--- src/shared/ebcps_pkg.sv ---
// package: constants, timing, state types for the external bus cycle phase sequencer
package ebcps_pkg;
	// ****************************************************************
	// sizes and timing
	// ****************************************************************
	localparam int unsigned NUM_CS          = 4;
	localparam int unsigned CLK_PERIOD_PS   = 100000;
	// least distance between two pin transitions
	localparam int unsigned MIN_GAP_PS      = 12500;
	localparam int unsigned MIN_GAP_CYC     =
		(MIN_GAP_PS + CLK_PERIOD_PS - 1) / CLK_PERIOD_PS < 1 ? 1 :
		(MIN_GAP_PS + CLK_PERIOD_PS - 1) / CLK_PERIOD_PS;
	localparam logic [4:0]  MIN_GAP_CNT     = 5'(MIN_GAP_CYC);
	localparam logic [5:0]  ADDR_BASE_UNITS = 6'h01;
	localparam logic [5:0]  ACCESS_BASE     = 6'h01;
	localparam logic [5:0]  LEN_ZERO        = 6'h00;
	localparam logic [4:0]  DIV_RESET       = 5'h00;
	localparam logic        CS_IDLE_LEVEL   = 1'b1;

	// ****************************************************************
	// types
	// ****************************************************************
	typedef enum logic [2:0] {
		EBCPS_IDLE,
		EBCPS_ADDR,
		EBCPS_CMD,
		EBCPS_WSETUP,
		EBCPS_ACCESS,
		EBCPS_HOLD
	} ebcps_phase_t;

	// one chip_select_timing_config entry
	typedef struct packed {
		logic       address_setup_long;    // 0: 1 unit, 1: 2 units
		logic [1:0] window_change_extra;   // 0..3 extra units on window change
		logic [1:0] command_delay_length;  // 0..3
		logic       write_setup_tristate_length; // 0..1
		logic [4:0] access_length;         // 0..31 means 1..32 units
		logic [1:0] hold_length;           // 0..3
		logic       ready_enable;
		logic       ready_async;
		logic       ready_active_low;
	} ebcps_cfg_t;

	typedef struct packed {
		logic                      write;
		logic [$clog2(NUM_CS)-1:0] cs;
		logic                      window_change;
	} ebcps_req_t;

	typedef struct packed {
		logic [NUM_CS-1:0] cs_n;
		logic              ale;
		logic              rd_n;
		logic              wr_n;
		logic              wdata_oe;
		logic              read_latch;
		logic              done;
		logic              busy;
		logic              ref_clk_en;
	} ebcps_pins_t;
endpackage : ebcps_pkg

--- src/hw/ebcps_sequencer.sv ---
// module: five-phase external bus cycle sequencer with wait handshake
// Notes on behaviour
// - a bus cycle runs address, command delay, write setup, access, hold in order, stepping over zero-length command delay, write setup and hold
// - phase lengths come from a timing entry selected by the cycle's chip select
// - command 0..3, write setup 0..1, access 1..32, hold 0..3 timing units
// - address setup 1 or 2 units, plus 0..3 on window change, up to 5
// - with handshake enabled, the partner stretches access by keeping handshake inactive
// - pin transitions stay at least 12.5 ns apart by stretching the timing unit
// - reference clock passes the system clock when selected and fast driver enabled
// - handshake input polarity is selectable
// - asynchronous handshake takes an extra sync stage and at least one wait state
// - inactive sample adds a wait unit and resamples; active sample ends the access phase
module ebcps_sequencer (
	// clock and reset
	input  wire logic                 core_clk_i,
	input  wire logic                 srst_i,
	// request from the bus controller core
	input  wire logic                 req_valid_i,
	input  wire ebcps_pkg::ebcps_req_t req_i,
	// timing configuration, one entry per chip select
	input  wire ebcps_pkg::ebcps_cfg_t cs_timing_i [ebcps_pkg::NUM_CS],
	input  wire logic [4:0]           unit_prescale_i,
	// reference clock output control
	input  wire logic                 external_clock_output_select_i,
	input  wire logic                 high_speed_driver_en_i,
	// handshake pin from the partner
	input  wire logic                 ready_pin_i,
	// bus pins and status
	output logic [ebcps_pkg::NUM_CS-1:0] cs_n_o,
	output logic                      ale_o,
	output logic                      rd_n_o,
	output logic                      wr_n_o,
	output logic                      wdata_oe_o,
	output logic                      read_latch_o,
	output logic                      done_o,
	output logic                      busy_o,
	output logic                      bus_reference_clock_en_o
);
	// ****************************************************************
	// state
	// ****************************************************************
	typedef struct packed {
		ebcps_pkg::ebcps_phase_t phase;
		logic [5:0]              left;
		logic [4:0]              div;
		ebcps_pkg::ebcps_cfg_t   cfg;
		ebcps_pkg::ebcps_req_t   req;
		logic                    pending;
		logic                    waited;
		logic                    rdy_s1;
		logic                    rdy_s2;
		logic                    rdy_s3;
		ebcps_pkg::ebcps_pins_t  pins;
	} ebcps_state_t;

	ebcps_state_t st;
	ebcps_state_t next_st;

	// ****************************************************************
	// helpers
	// ****************************************************************
	function automatic logic [5:0] ebcps_len(input ebcps_pkg::ebcps_phase_t ph,
			input ebcps_pkg::ebcps_cfg_t c, input logic win);
		logic [5:0] n;
		n = ebcps_pkg::LEN_ZERO;
		unique case (ph)
			ebcps_pkg::EBCPS_ADDR: begin
				n = ebcps_pkg::ADDR_BASE_UNITS + {5'h00, c.address_setup_long};
				if (win) begin
					n = n + {4'h0, c.window_change_extra};
				end
			end
			ebcps_pkg::EBCPS_CMD:    n = {4'h0, c.command_delay_length};
			ebcps_pkg::EBCPS_WSETUP: n = {5'h00, c.write_setup_tristate_length};
			ebcps_pkg::EBCPS_ACCESS: n = ebcps_pkg::ACCESS_BASE + {1'b0, c.access_length};
			ebcps_pkg::EBCPS_HOLD:   n = {4'h0, c.hold_length};
			ebcps_pkg::EBCPS_IDLE:   n = ebcps_pkg::LEN_ZERO;
		endcase
		return n;
	endfunction : ebcps_len

	// next phase in fixed order, stepping over any of zero length
	function automatic ebcps_pkg::ebcps_phase_t ebcps_step(input ebcps_pkg::ebcps_phase_t ph,
			input ebcps_pkg::ebcps_cfg_t c);
		ebcps_pkg::ebcps_phase_t p;
		p = ebcps_pkg::EBCPS_IDLE;
		unique case (ph)
			ebcps_pkg::EBCPS_IDLE:   p = ebcps_pkg::EBCPS_ADDR;
			ebcps_pkg::EBCPS_ADDR:   p = (c.command_delay_length != 2'h0) ? ebcps_pkg::EBCPS_CMD :
				(c.write_setup_tristate_length ? ebcps_pkg::EBCPS_WSETUP :
				ebcps_pkg::EBCPS_ACCESS);
			ebcps_pkg::EBCPS_CMD:    p = c.write_setup_tristate_length ? ebcps_pkg::EBCPS_WSETUP :
				ebcps_pkg::EBCPS_ACCESS;
			ebcps_pkg::EBCPS_WSETUP: p = ebcps_pkg::EBCPS_ACCESS;
			ebcps_pkg::EBCPS_ACCESS: p = (c.hold_length != 2'h0) ? ebcps_pkg::EBCPS_HOLD :
				ebcps_pkg::EBCPS_IDLE;
			ebcps_pkg::EBCPS_HOLD:   p = ebcps_pkg::EBCPS_IDLE;
		endcase
		return p;
	endfunction : ebcps_step

	// ****************************************************************
	// next state
	// ****************************************************************
	logic                    tick;
	logic [4:0]              unit_cyc;
	logic                    rdy_sample;
	logic                    rdy_active;
	logic                    unit_last;
	logic                    is_wr;
	ebcps_pkg::ebcps_phase_t nph;
	ebcps_pkg::ebcps_cfg_t   sel_cfg;

	always_comb begin
		next_st = st;
		sel_cfg = cs_timing_i[req_i.cs];
		// a unit never gets shorter than the least transition distance;
		// compared without the +1 so the largest prescale cannot wrap to zero
		unit_cyc = (unit_prescale_i < ebcps_pkg::MIN_GAP_CNT - 5'h01) ?
			ebcps_pkg::MIN_GAP_CNT - 5'h01 : unit_prescale_i;
		tick = (st.div == ebcps_pkg::DIV_RESET);
		next_st.div = tick ? unit_cyc : st.div - 5'h01;

		// the first stage only feeds the second; async mode reads one stage later
		next_st.rdy_s1 = ready_pin_i;
		next_st.rdy_s2 = st.rdy_s1;
		next_st.rdy_s3 = st.rdy_s2;
		rdy_sample = st.cfg.ready_async ? st.rdy_s3 : st.rdy_s2;
		rdy_active = rdy_sample ^ st.cfg.ready_active_low;

		next_st.pins.done       = 1'b0;
		next_st.pins.read_latch = 1'b0;
		next_st.pins.ref_clk_en = external_clock_output_select_i &
			high_speed_driver_en_i;

		if (req_valid_i && st.phase == ebcps_pkg::EBCPS_IDLE && !st.pending) begin
			next_st.pending = 1'b1;
			next_st.req     = req_i;
			next_st.cfg     = sel_cfg;
		end

		unit_last = (st.left == 6'h01);
		nph = st.phase;
		if (tick) begin
			unique case (st.phase)
				ebcps_pkg::EBCPS_IDLE: begin
					if (st.pending) begin
						nph             = ebcps_pkg::EBCPS_ADDR;
						next_st.pending = 1'b0;
						next_st.waited  = 1'b0;
						next_st.left    = ebcps_len(ebcps_pkg::EBCPS_ADDR, st.cfg,
							st.req.window_change);
					end
				end
				ebcps_pkg::EBCPS_ACCESS: begin
					if (!unit_last) begin
						next_st.left = st.left - 6'h01;
					end else if (st.cfg.ready_enable &&
							((st.cfg.ready_async && !st.waited) || !rdy_active)) begin
						// stay one more unit and resample
						next_st.waited = 1'b1;
					end else begin
						nph = ebcps_step(st.phase, st.cfg);
						next_st.pins.read_latch = !st.req.write;
					end
				end
				default: begin
					if (unit_last) begin
						nph = ebcps_step(st.phase, st.cfg);
					end else begin
						next_st.left = st.left - 6'h01;
					end
				end
			endcase
			if (nph != st.phase && st.phase != ebcps_pkg::EBCPS_IDLE) begin
				next_st.left = ebcps_len(nph, st.cfg, st.req.window_change);
				next_st.pins.done = (nph == ebcps_pkg::EBCPS_IDLE);
			end
			next_st.phase = nph;
		end

		// pin levels follow the phase being entered
		is_wr = next_st.req.write;
		next_st.pins.cs_n = {ebcps_pkg::NUM_CS{ebcps_pkg::CS_IDLE_LEVEL}};
		if (next_st.phase != ebcps_pkg::EBCPS_IDLE) begin
			next_st.pins.cs_n[next_st.req.cs] = ~ebcps_pkg::CS_IDLE_LEVEL;
		end
		next_st.pins.ale  = (next_st.phase == ebcps_pkg::EBCPS_ADDR);
		next_st.pins.rd_n = !(next_st.phase == ebcps_pkg::EBCPS_ACCESS && !is_wr);
		next_st.pins.wr_n = !(next_st.phase == ebcps_pkg::EBCPS_ACCESS && is_wr);
		// write data drives from write setup through hold; reads keep it tristate
		next_st.pins.wdata_oe = is_wr && (next_st.phase == ebcps_pkg::EBCPS_WSETUP ||
			next_st.phase == ebcps_pkg::EBCPS_ACCESS || next_st.phase == ebcps_pkg::EBCPS_HOLD);
		next_st.pins.busy = (next_st.phase != ebcps_pkg::EBCPS_IDLE) || next_st.pending;
	end

	// ****************************************************************
	// registers
	// ****************************************************************
	always_ff @(posedge core_clk_i) begin
		if (srst_i) begin
			st              <= '0;
			st.phase        <= ebcps_pkg::EBCPS_IDLE;
			st.div          <= ebcps_pkg::DIV_RESET;
			st.pins.cs_n    <= {ebcps_pkg::NUM_CS{ebcps_pkg::CS_IDLE_LEVEL}};
			st.pins.rd_n    <= 1'b1;
			st.pins.wr_n    <= 1'b1;
		end else begin
			st <= next_st;
		end
	end

	assign cs_n_o                   = st.pins.cs_n;
	assign ale_o                    = st.pins.ale;
	assign rd_n_o                   = st.pins.rd_n;
	assign wr_n_o                   = st.pins.wr_n;
	assign wdata_oe_o               = st.pins.wdata_oe;
	assign read_latch_o             = st.pins.read_latch;
	assign done_o                   = st.pins.done;
	assign busy_o                   = st.pins.busy;
	assign bus_reference_clock_en_o = st.pins.ref_clk_en;
endmodule : ebcps_sequencer

--- config.mk ---
export PLATFORM = sky130hd
export DESIGN_NAME = ebcps_sequencer
export DESIGN_NICKNAME = d
export VERILOG_FILES = /design/src/shared/ebcps_pkg.sv /design/src/hw/ebcps_sequencer.sv
export SDC_FILE = /design/constraint.sdc
export NUM_CORES = 1
export LEC_CHECK = 0
export BUFFER_PORTS_ARGS = -buffer_cell sky130_fd_sc_hd__buf_2
export CAP_MARGIN = 20
export CELL_PAD_IN_SITES_DETAIL_PLACEMENT = 1
export CELL_PAD_IN_SITES_GLOBAL_PLACEMENT = 2
export CORE_ASPECT_RATIO = 0.8
export CORE_MARGIN = 5
export CORE_UTILIZATION = 30
export DETAILED_ROUTE_END_ITERATION = 16
export HOLD_SLACK_MARGIN = 0.08
export PLACE_DENSITY = 0.8
export SYNTH_ARGS = -nofsm -noshare
export SYNTH_HDL_FRONTEND = slang
export SYNTH_SLANG_ARGS = --single-unit
--- constraint.sdc ---
create_clock -name core_clk_i -period 2.75 [get_ports core_clk_i]
set_input_delay 0.275 -clock core_clk_i [delete_from_list [all_inputs] [get_ports core_clk_i]]
set_output_delay 0.275 -clock core_clk_i [all_outputs]
set_load 0.02 [all_outputs]
==> impl_results.md <==
* Number of flops mapped to enable cells by yosys at 0
* Syn-to-layout area delta at 23.3%
* Antenna violations before repair at 0
* Worst setup SP type: flop
* Crit-path max FO at 13
* Largest net degree at the start of global routing at 47
* Area of the multi-input gates at 1940 µm²
* H-tree Lvls at 2
* Status: finished clean
* Root buffer cell: clkbuf_16
* Post-DRT Antenna Nets at 0
* RSZ-0062 raised after global routing: no
* Global-route wire length before repair at 15.4 mm
* Post-Syn Area at 3150 µm²
* Drt via density at 5.13
* HP Class: in -> reg
* Core Area at 10200 µm²
* Hold wc startpoint: ready_pin_i
* Site Rows at 33
* Critical path arrival at 2.78 ns
* Largest family of logic cells by synthesized area: simple AND/OR/NAND/NOR gates
* Synth Area in Adders at 2.63%
* Most common cell after layout, fill and taps aside: buf_2
* Die width at 124 µm
* P per Cell Area at 688 nW/µm²
* RR Startpoint: st[47]$_SDFFE_PP0P_
* Post-synthesis mux area share at 11.8%
* Overall Global Routing Usage at 14.8%
* CTS tree: yes
* Crit path kind: reg -> reg
* Post-Syn Nets at 453
* Clock period minus worst slack at 2.59 ns
* Syn Inst Count at 368
* Max-cap violations at 0
* Nets at 534
* I/O pins at 91
* Ys async rst share at 0%
* Vias in the first global route at 3135
* Reg2reg end: st[45]$_SDFFE_PP0P_
* Max IR drop VDD at 266 µV
* WL final at 9.24 mm
* Final Cycle Share at 94.2%
* Fillers at 1285
* Simple-gate share of the synthesized area at 26.5%
* Power Total at 2670 µW
* Die extent in y at 102 µm
* Relative slew slack at 44.3%
* Leakage at 0.00149 µW
* First DRT Iteration DRCs at 144
* Yosys warnings at 0
* Predominant post-synthesis flop cell: dfxtp_1
* DRC Markers at 0
* Final slew viol count at 0
* Share of layout cells above drive strength 1 at 31.8%
* Finish-stage setup viols at 0
* Placer Congestion at 0.850
* Count of cell types in the netlist at 66
* WHS Path Cells at 2
* Clk_lat worst skew at 0.29 ns
* Clock slew at reported path FFs at 0.07 ns
* Initial Utilization at 30.7%
* Fraction of synthesized cell area in xor and xnor cells at 1.95%
* Syn avg cell area at 8.55 µm²
* Compound-Gate Fraction of Synth Area at 18.5%
* Most frequent cells in the layout: buf_2 (90), nand2_1 (55), dfxtp_1 (50)
* #FFs+latches synth at 51
* Worst hold path endpoint: next_st[13]$_SDFF_PP0_
* CTS Buf Count at 5
* Worst Path Required at 2.94 ns
* Area of the die at 12600 µm²
* Fmax at 0.386 GHz
* Sequential element share of the synthesized area at 32.5%
* Slew of the pin with the lowest slew margin at 0.835 ns
* Sequential cell area at 1020 µm²
* Register-to-Register Path Depth at 8
* Crit path from: st[47]$_SDFFE_PP0P_
* Ant. Diodes at 0
* Detailed-route via count at 3020
* Hold-fix buffers, CTS at 0
* 1st-pass router iterations at 4
* Setup tns final at 0 ns
* Layout Skew at 0.00590 ns
* Hold Fails Final Rpt at 0
* Clk buf depth at 2
* Estimated wirelength of the detail-placed design at 7.26 mm
* Worst reg-to-reg setup slack at 0.16 ns
* Wire per inst at 15.7 µm
* Clock Sinks at 51
* Total grt overflow at 0
* PortBufs at 90
* Critical Path Sink Type: flop
-- registers in the layout, summed over array words and instances (netlist names) --
register,flops
next_st,2
cs_n_o,4
read_latch_o,1
wr_n_o,1
bus_reference_clock_en_o,1
wdata_oe_o,1
busy_o,1
done_o,1
rd_n_o,1
ale_o,1
st,37
-- worst max path at each step --
stage | to | cells after the start
finish | st[45]$_SDFFE_PP0P_ | 8
global route | st[45]$_SDFFE_PP0P_ | 9
CTS | st[45]$_SDFFE_PP0P_ | 8
detailed placement | st[45]$_SDFFE_PP0P_ | 8
global placement | st[45]$_SDFFE_PP0P_ | 8
floorplan | st[43]$_SDFFE_PP0P_ | 11
-- critical path, cell delays in order (launching register included) --
cell and delay (ns):
dfxtp_1 0.36, nor4_4 0.36, and2_2 0.29, o21ai_4 0.08, nor3_4 0.31, o21ai_4 0.16
a211o_1 0.32, or4b_1 0.51, o311ai_1 0.10
-- layer usage --
| metal | vias to the layer above | track usage, % | wire length (µm) | part of all wire [%] |
|---|---|---|---|---|
| met2 | 99 | 23.6 | 4070 | 44 |
| li1 | 1498 | - | - | - |
| met5 | - | 0 | 0 | 0 |
| met1 | 1416 | 20.1 | 4370 | 47 |
| met4 | 0 | 2.95 | 93 | 1.0 |
| met3 | 7 | 4.32 | 703 | 7.6 |
-- stage by stage --
stage	area [µm²]	hold WS, ns	setup WS (ns)	util [%]	cells
floorplan	3150	0.396	0.447	-	368
global placement	3720	0.434	0.194	36.4	582
detailed placement	3720	0.427	0.0877	36.4	582
CTS	3870	0.199	0.0626	37.8	589
global route	3880	0.213	0.0132	37.9	589
finish	3880	0.204	0.159	37.9	589
-- synth_stat cells (4+ instances only) --
master | count | area (µm²)
a31oi_1 | 5 | 31.3
a21oi_1 | 29 | 145
ha_1 | 5 | 62.6
nand3_1 | 14 | 70.1
buf_4 | 4 | 30.0
nor2b_1 | 4 | 25.0
nand2_1 | 55 | 206
nor3_1 | 18 | 90.1
o21ai_0 | 4 | 20.0
a211oi_1 | 4 | 30.0
mux4_2 | 16 | 360
dfxtp_1 | 51 | 1020
nor2_1 | 32 | 120
nand2b_1 | 6 | 37.5
inv_1 | 11 | 41.3
xnor2_1 | 7 | 61.3
o21ai_1 | 7 | 35.0
clkbuf_1 | 17 | 63.8
o211ai_1 | 4 | 30.0
nor3b_1 | 6 | 45.0
-- power by group --
part / switching [µW] / total (µW) / internal (µW)
combinational: 642 / 1080 / 438
clock: 287 / 648 / 361
sequential: 91.7 / 939 / 848
total: 1020 / 2670 / 1650
-- kinds of logic (layout without fill, tap and decap cells) --
group / count (synthesis) / count (layout)
xor gates and xnor gates: 7 / 7
AOI/OAI and AO/OA: 83 / 83
muxes: 17 / 17
and+or+nand+nor: 163 / 163
adders and majority gates: 6 / 6
DFF: 51 / 51
buffers and inverters: 41 / 122
-- area by class of cell --
cell class              instances  area share [%]
flip-flops and latches         51            26.3
well taps                     140            4.51
multi-input cells             276            50.0
inverters                      11            1.06
repair buffers                104            14.3
clock buffers                   6            3.58
clock inverters                 1           0.226
-- what timing repair did --
item	4_1_cts	5_1_grt
resized for setup	0	3
setup endpoints to repair	0	3
hold endpoints to repair	0	0
setup buffers	0	0
(Power assumes the default switching activity.)
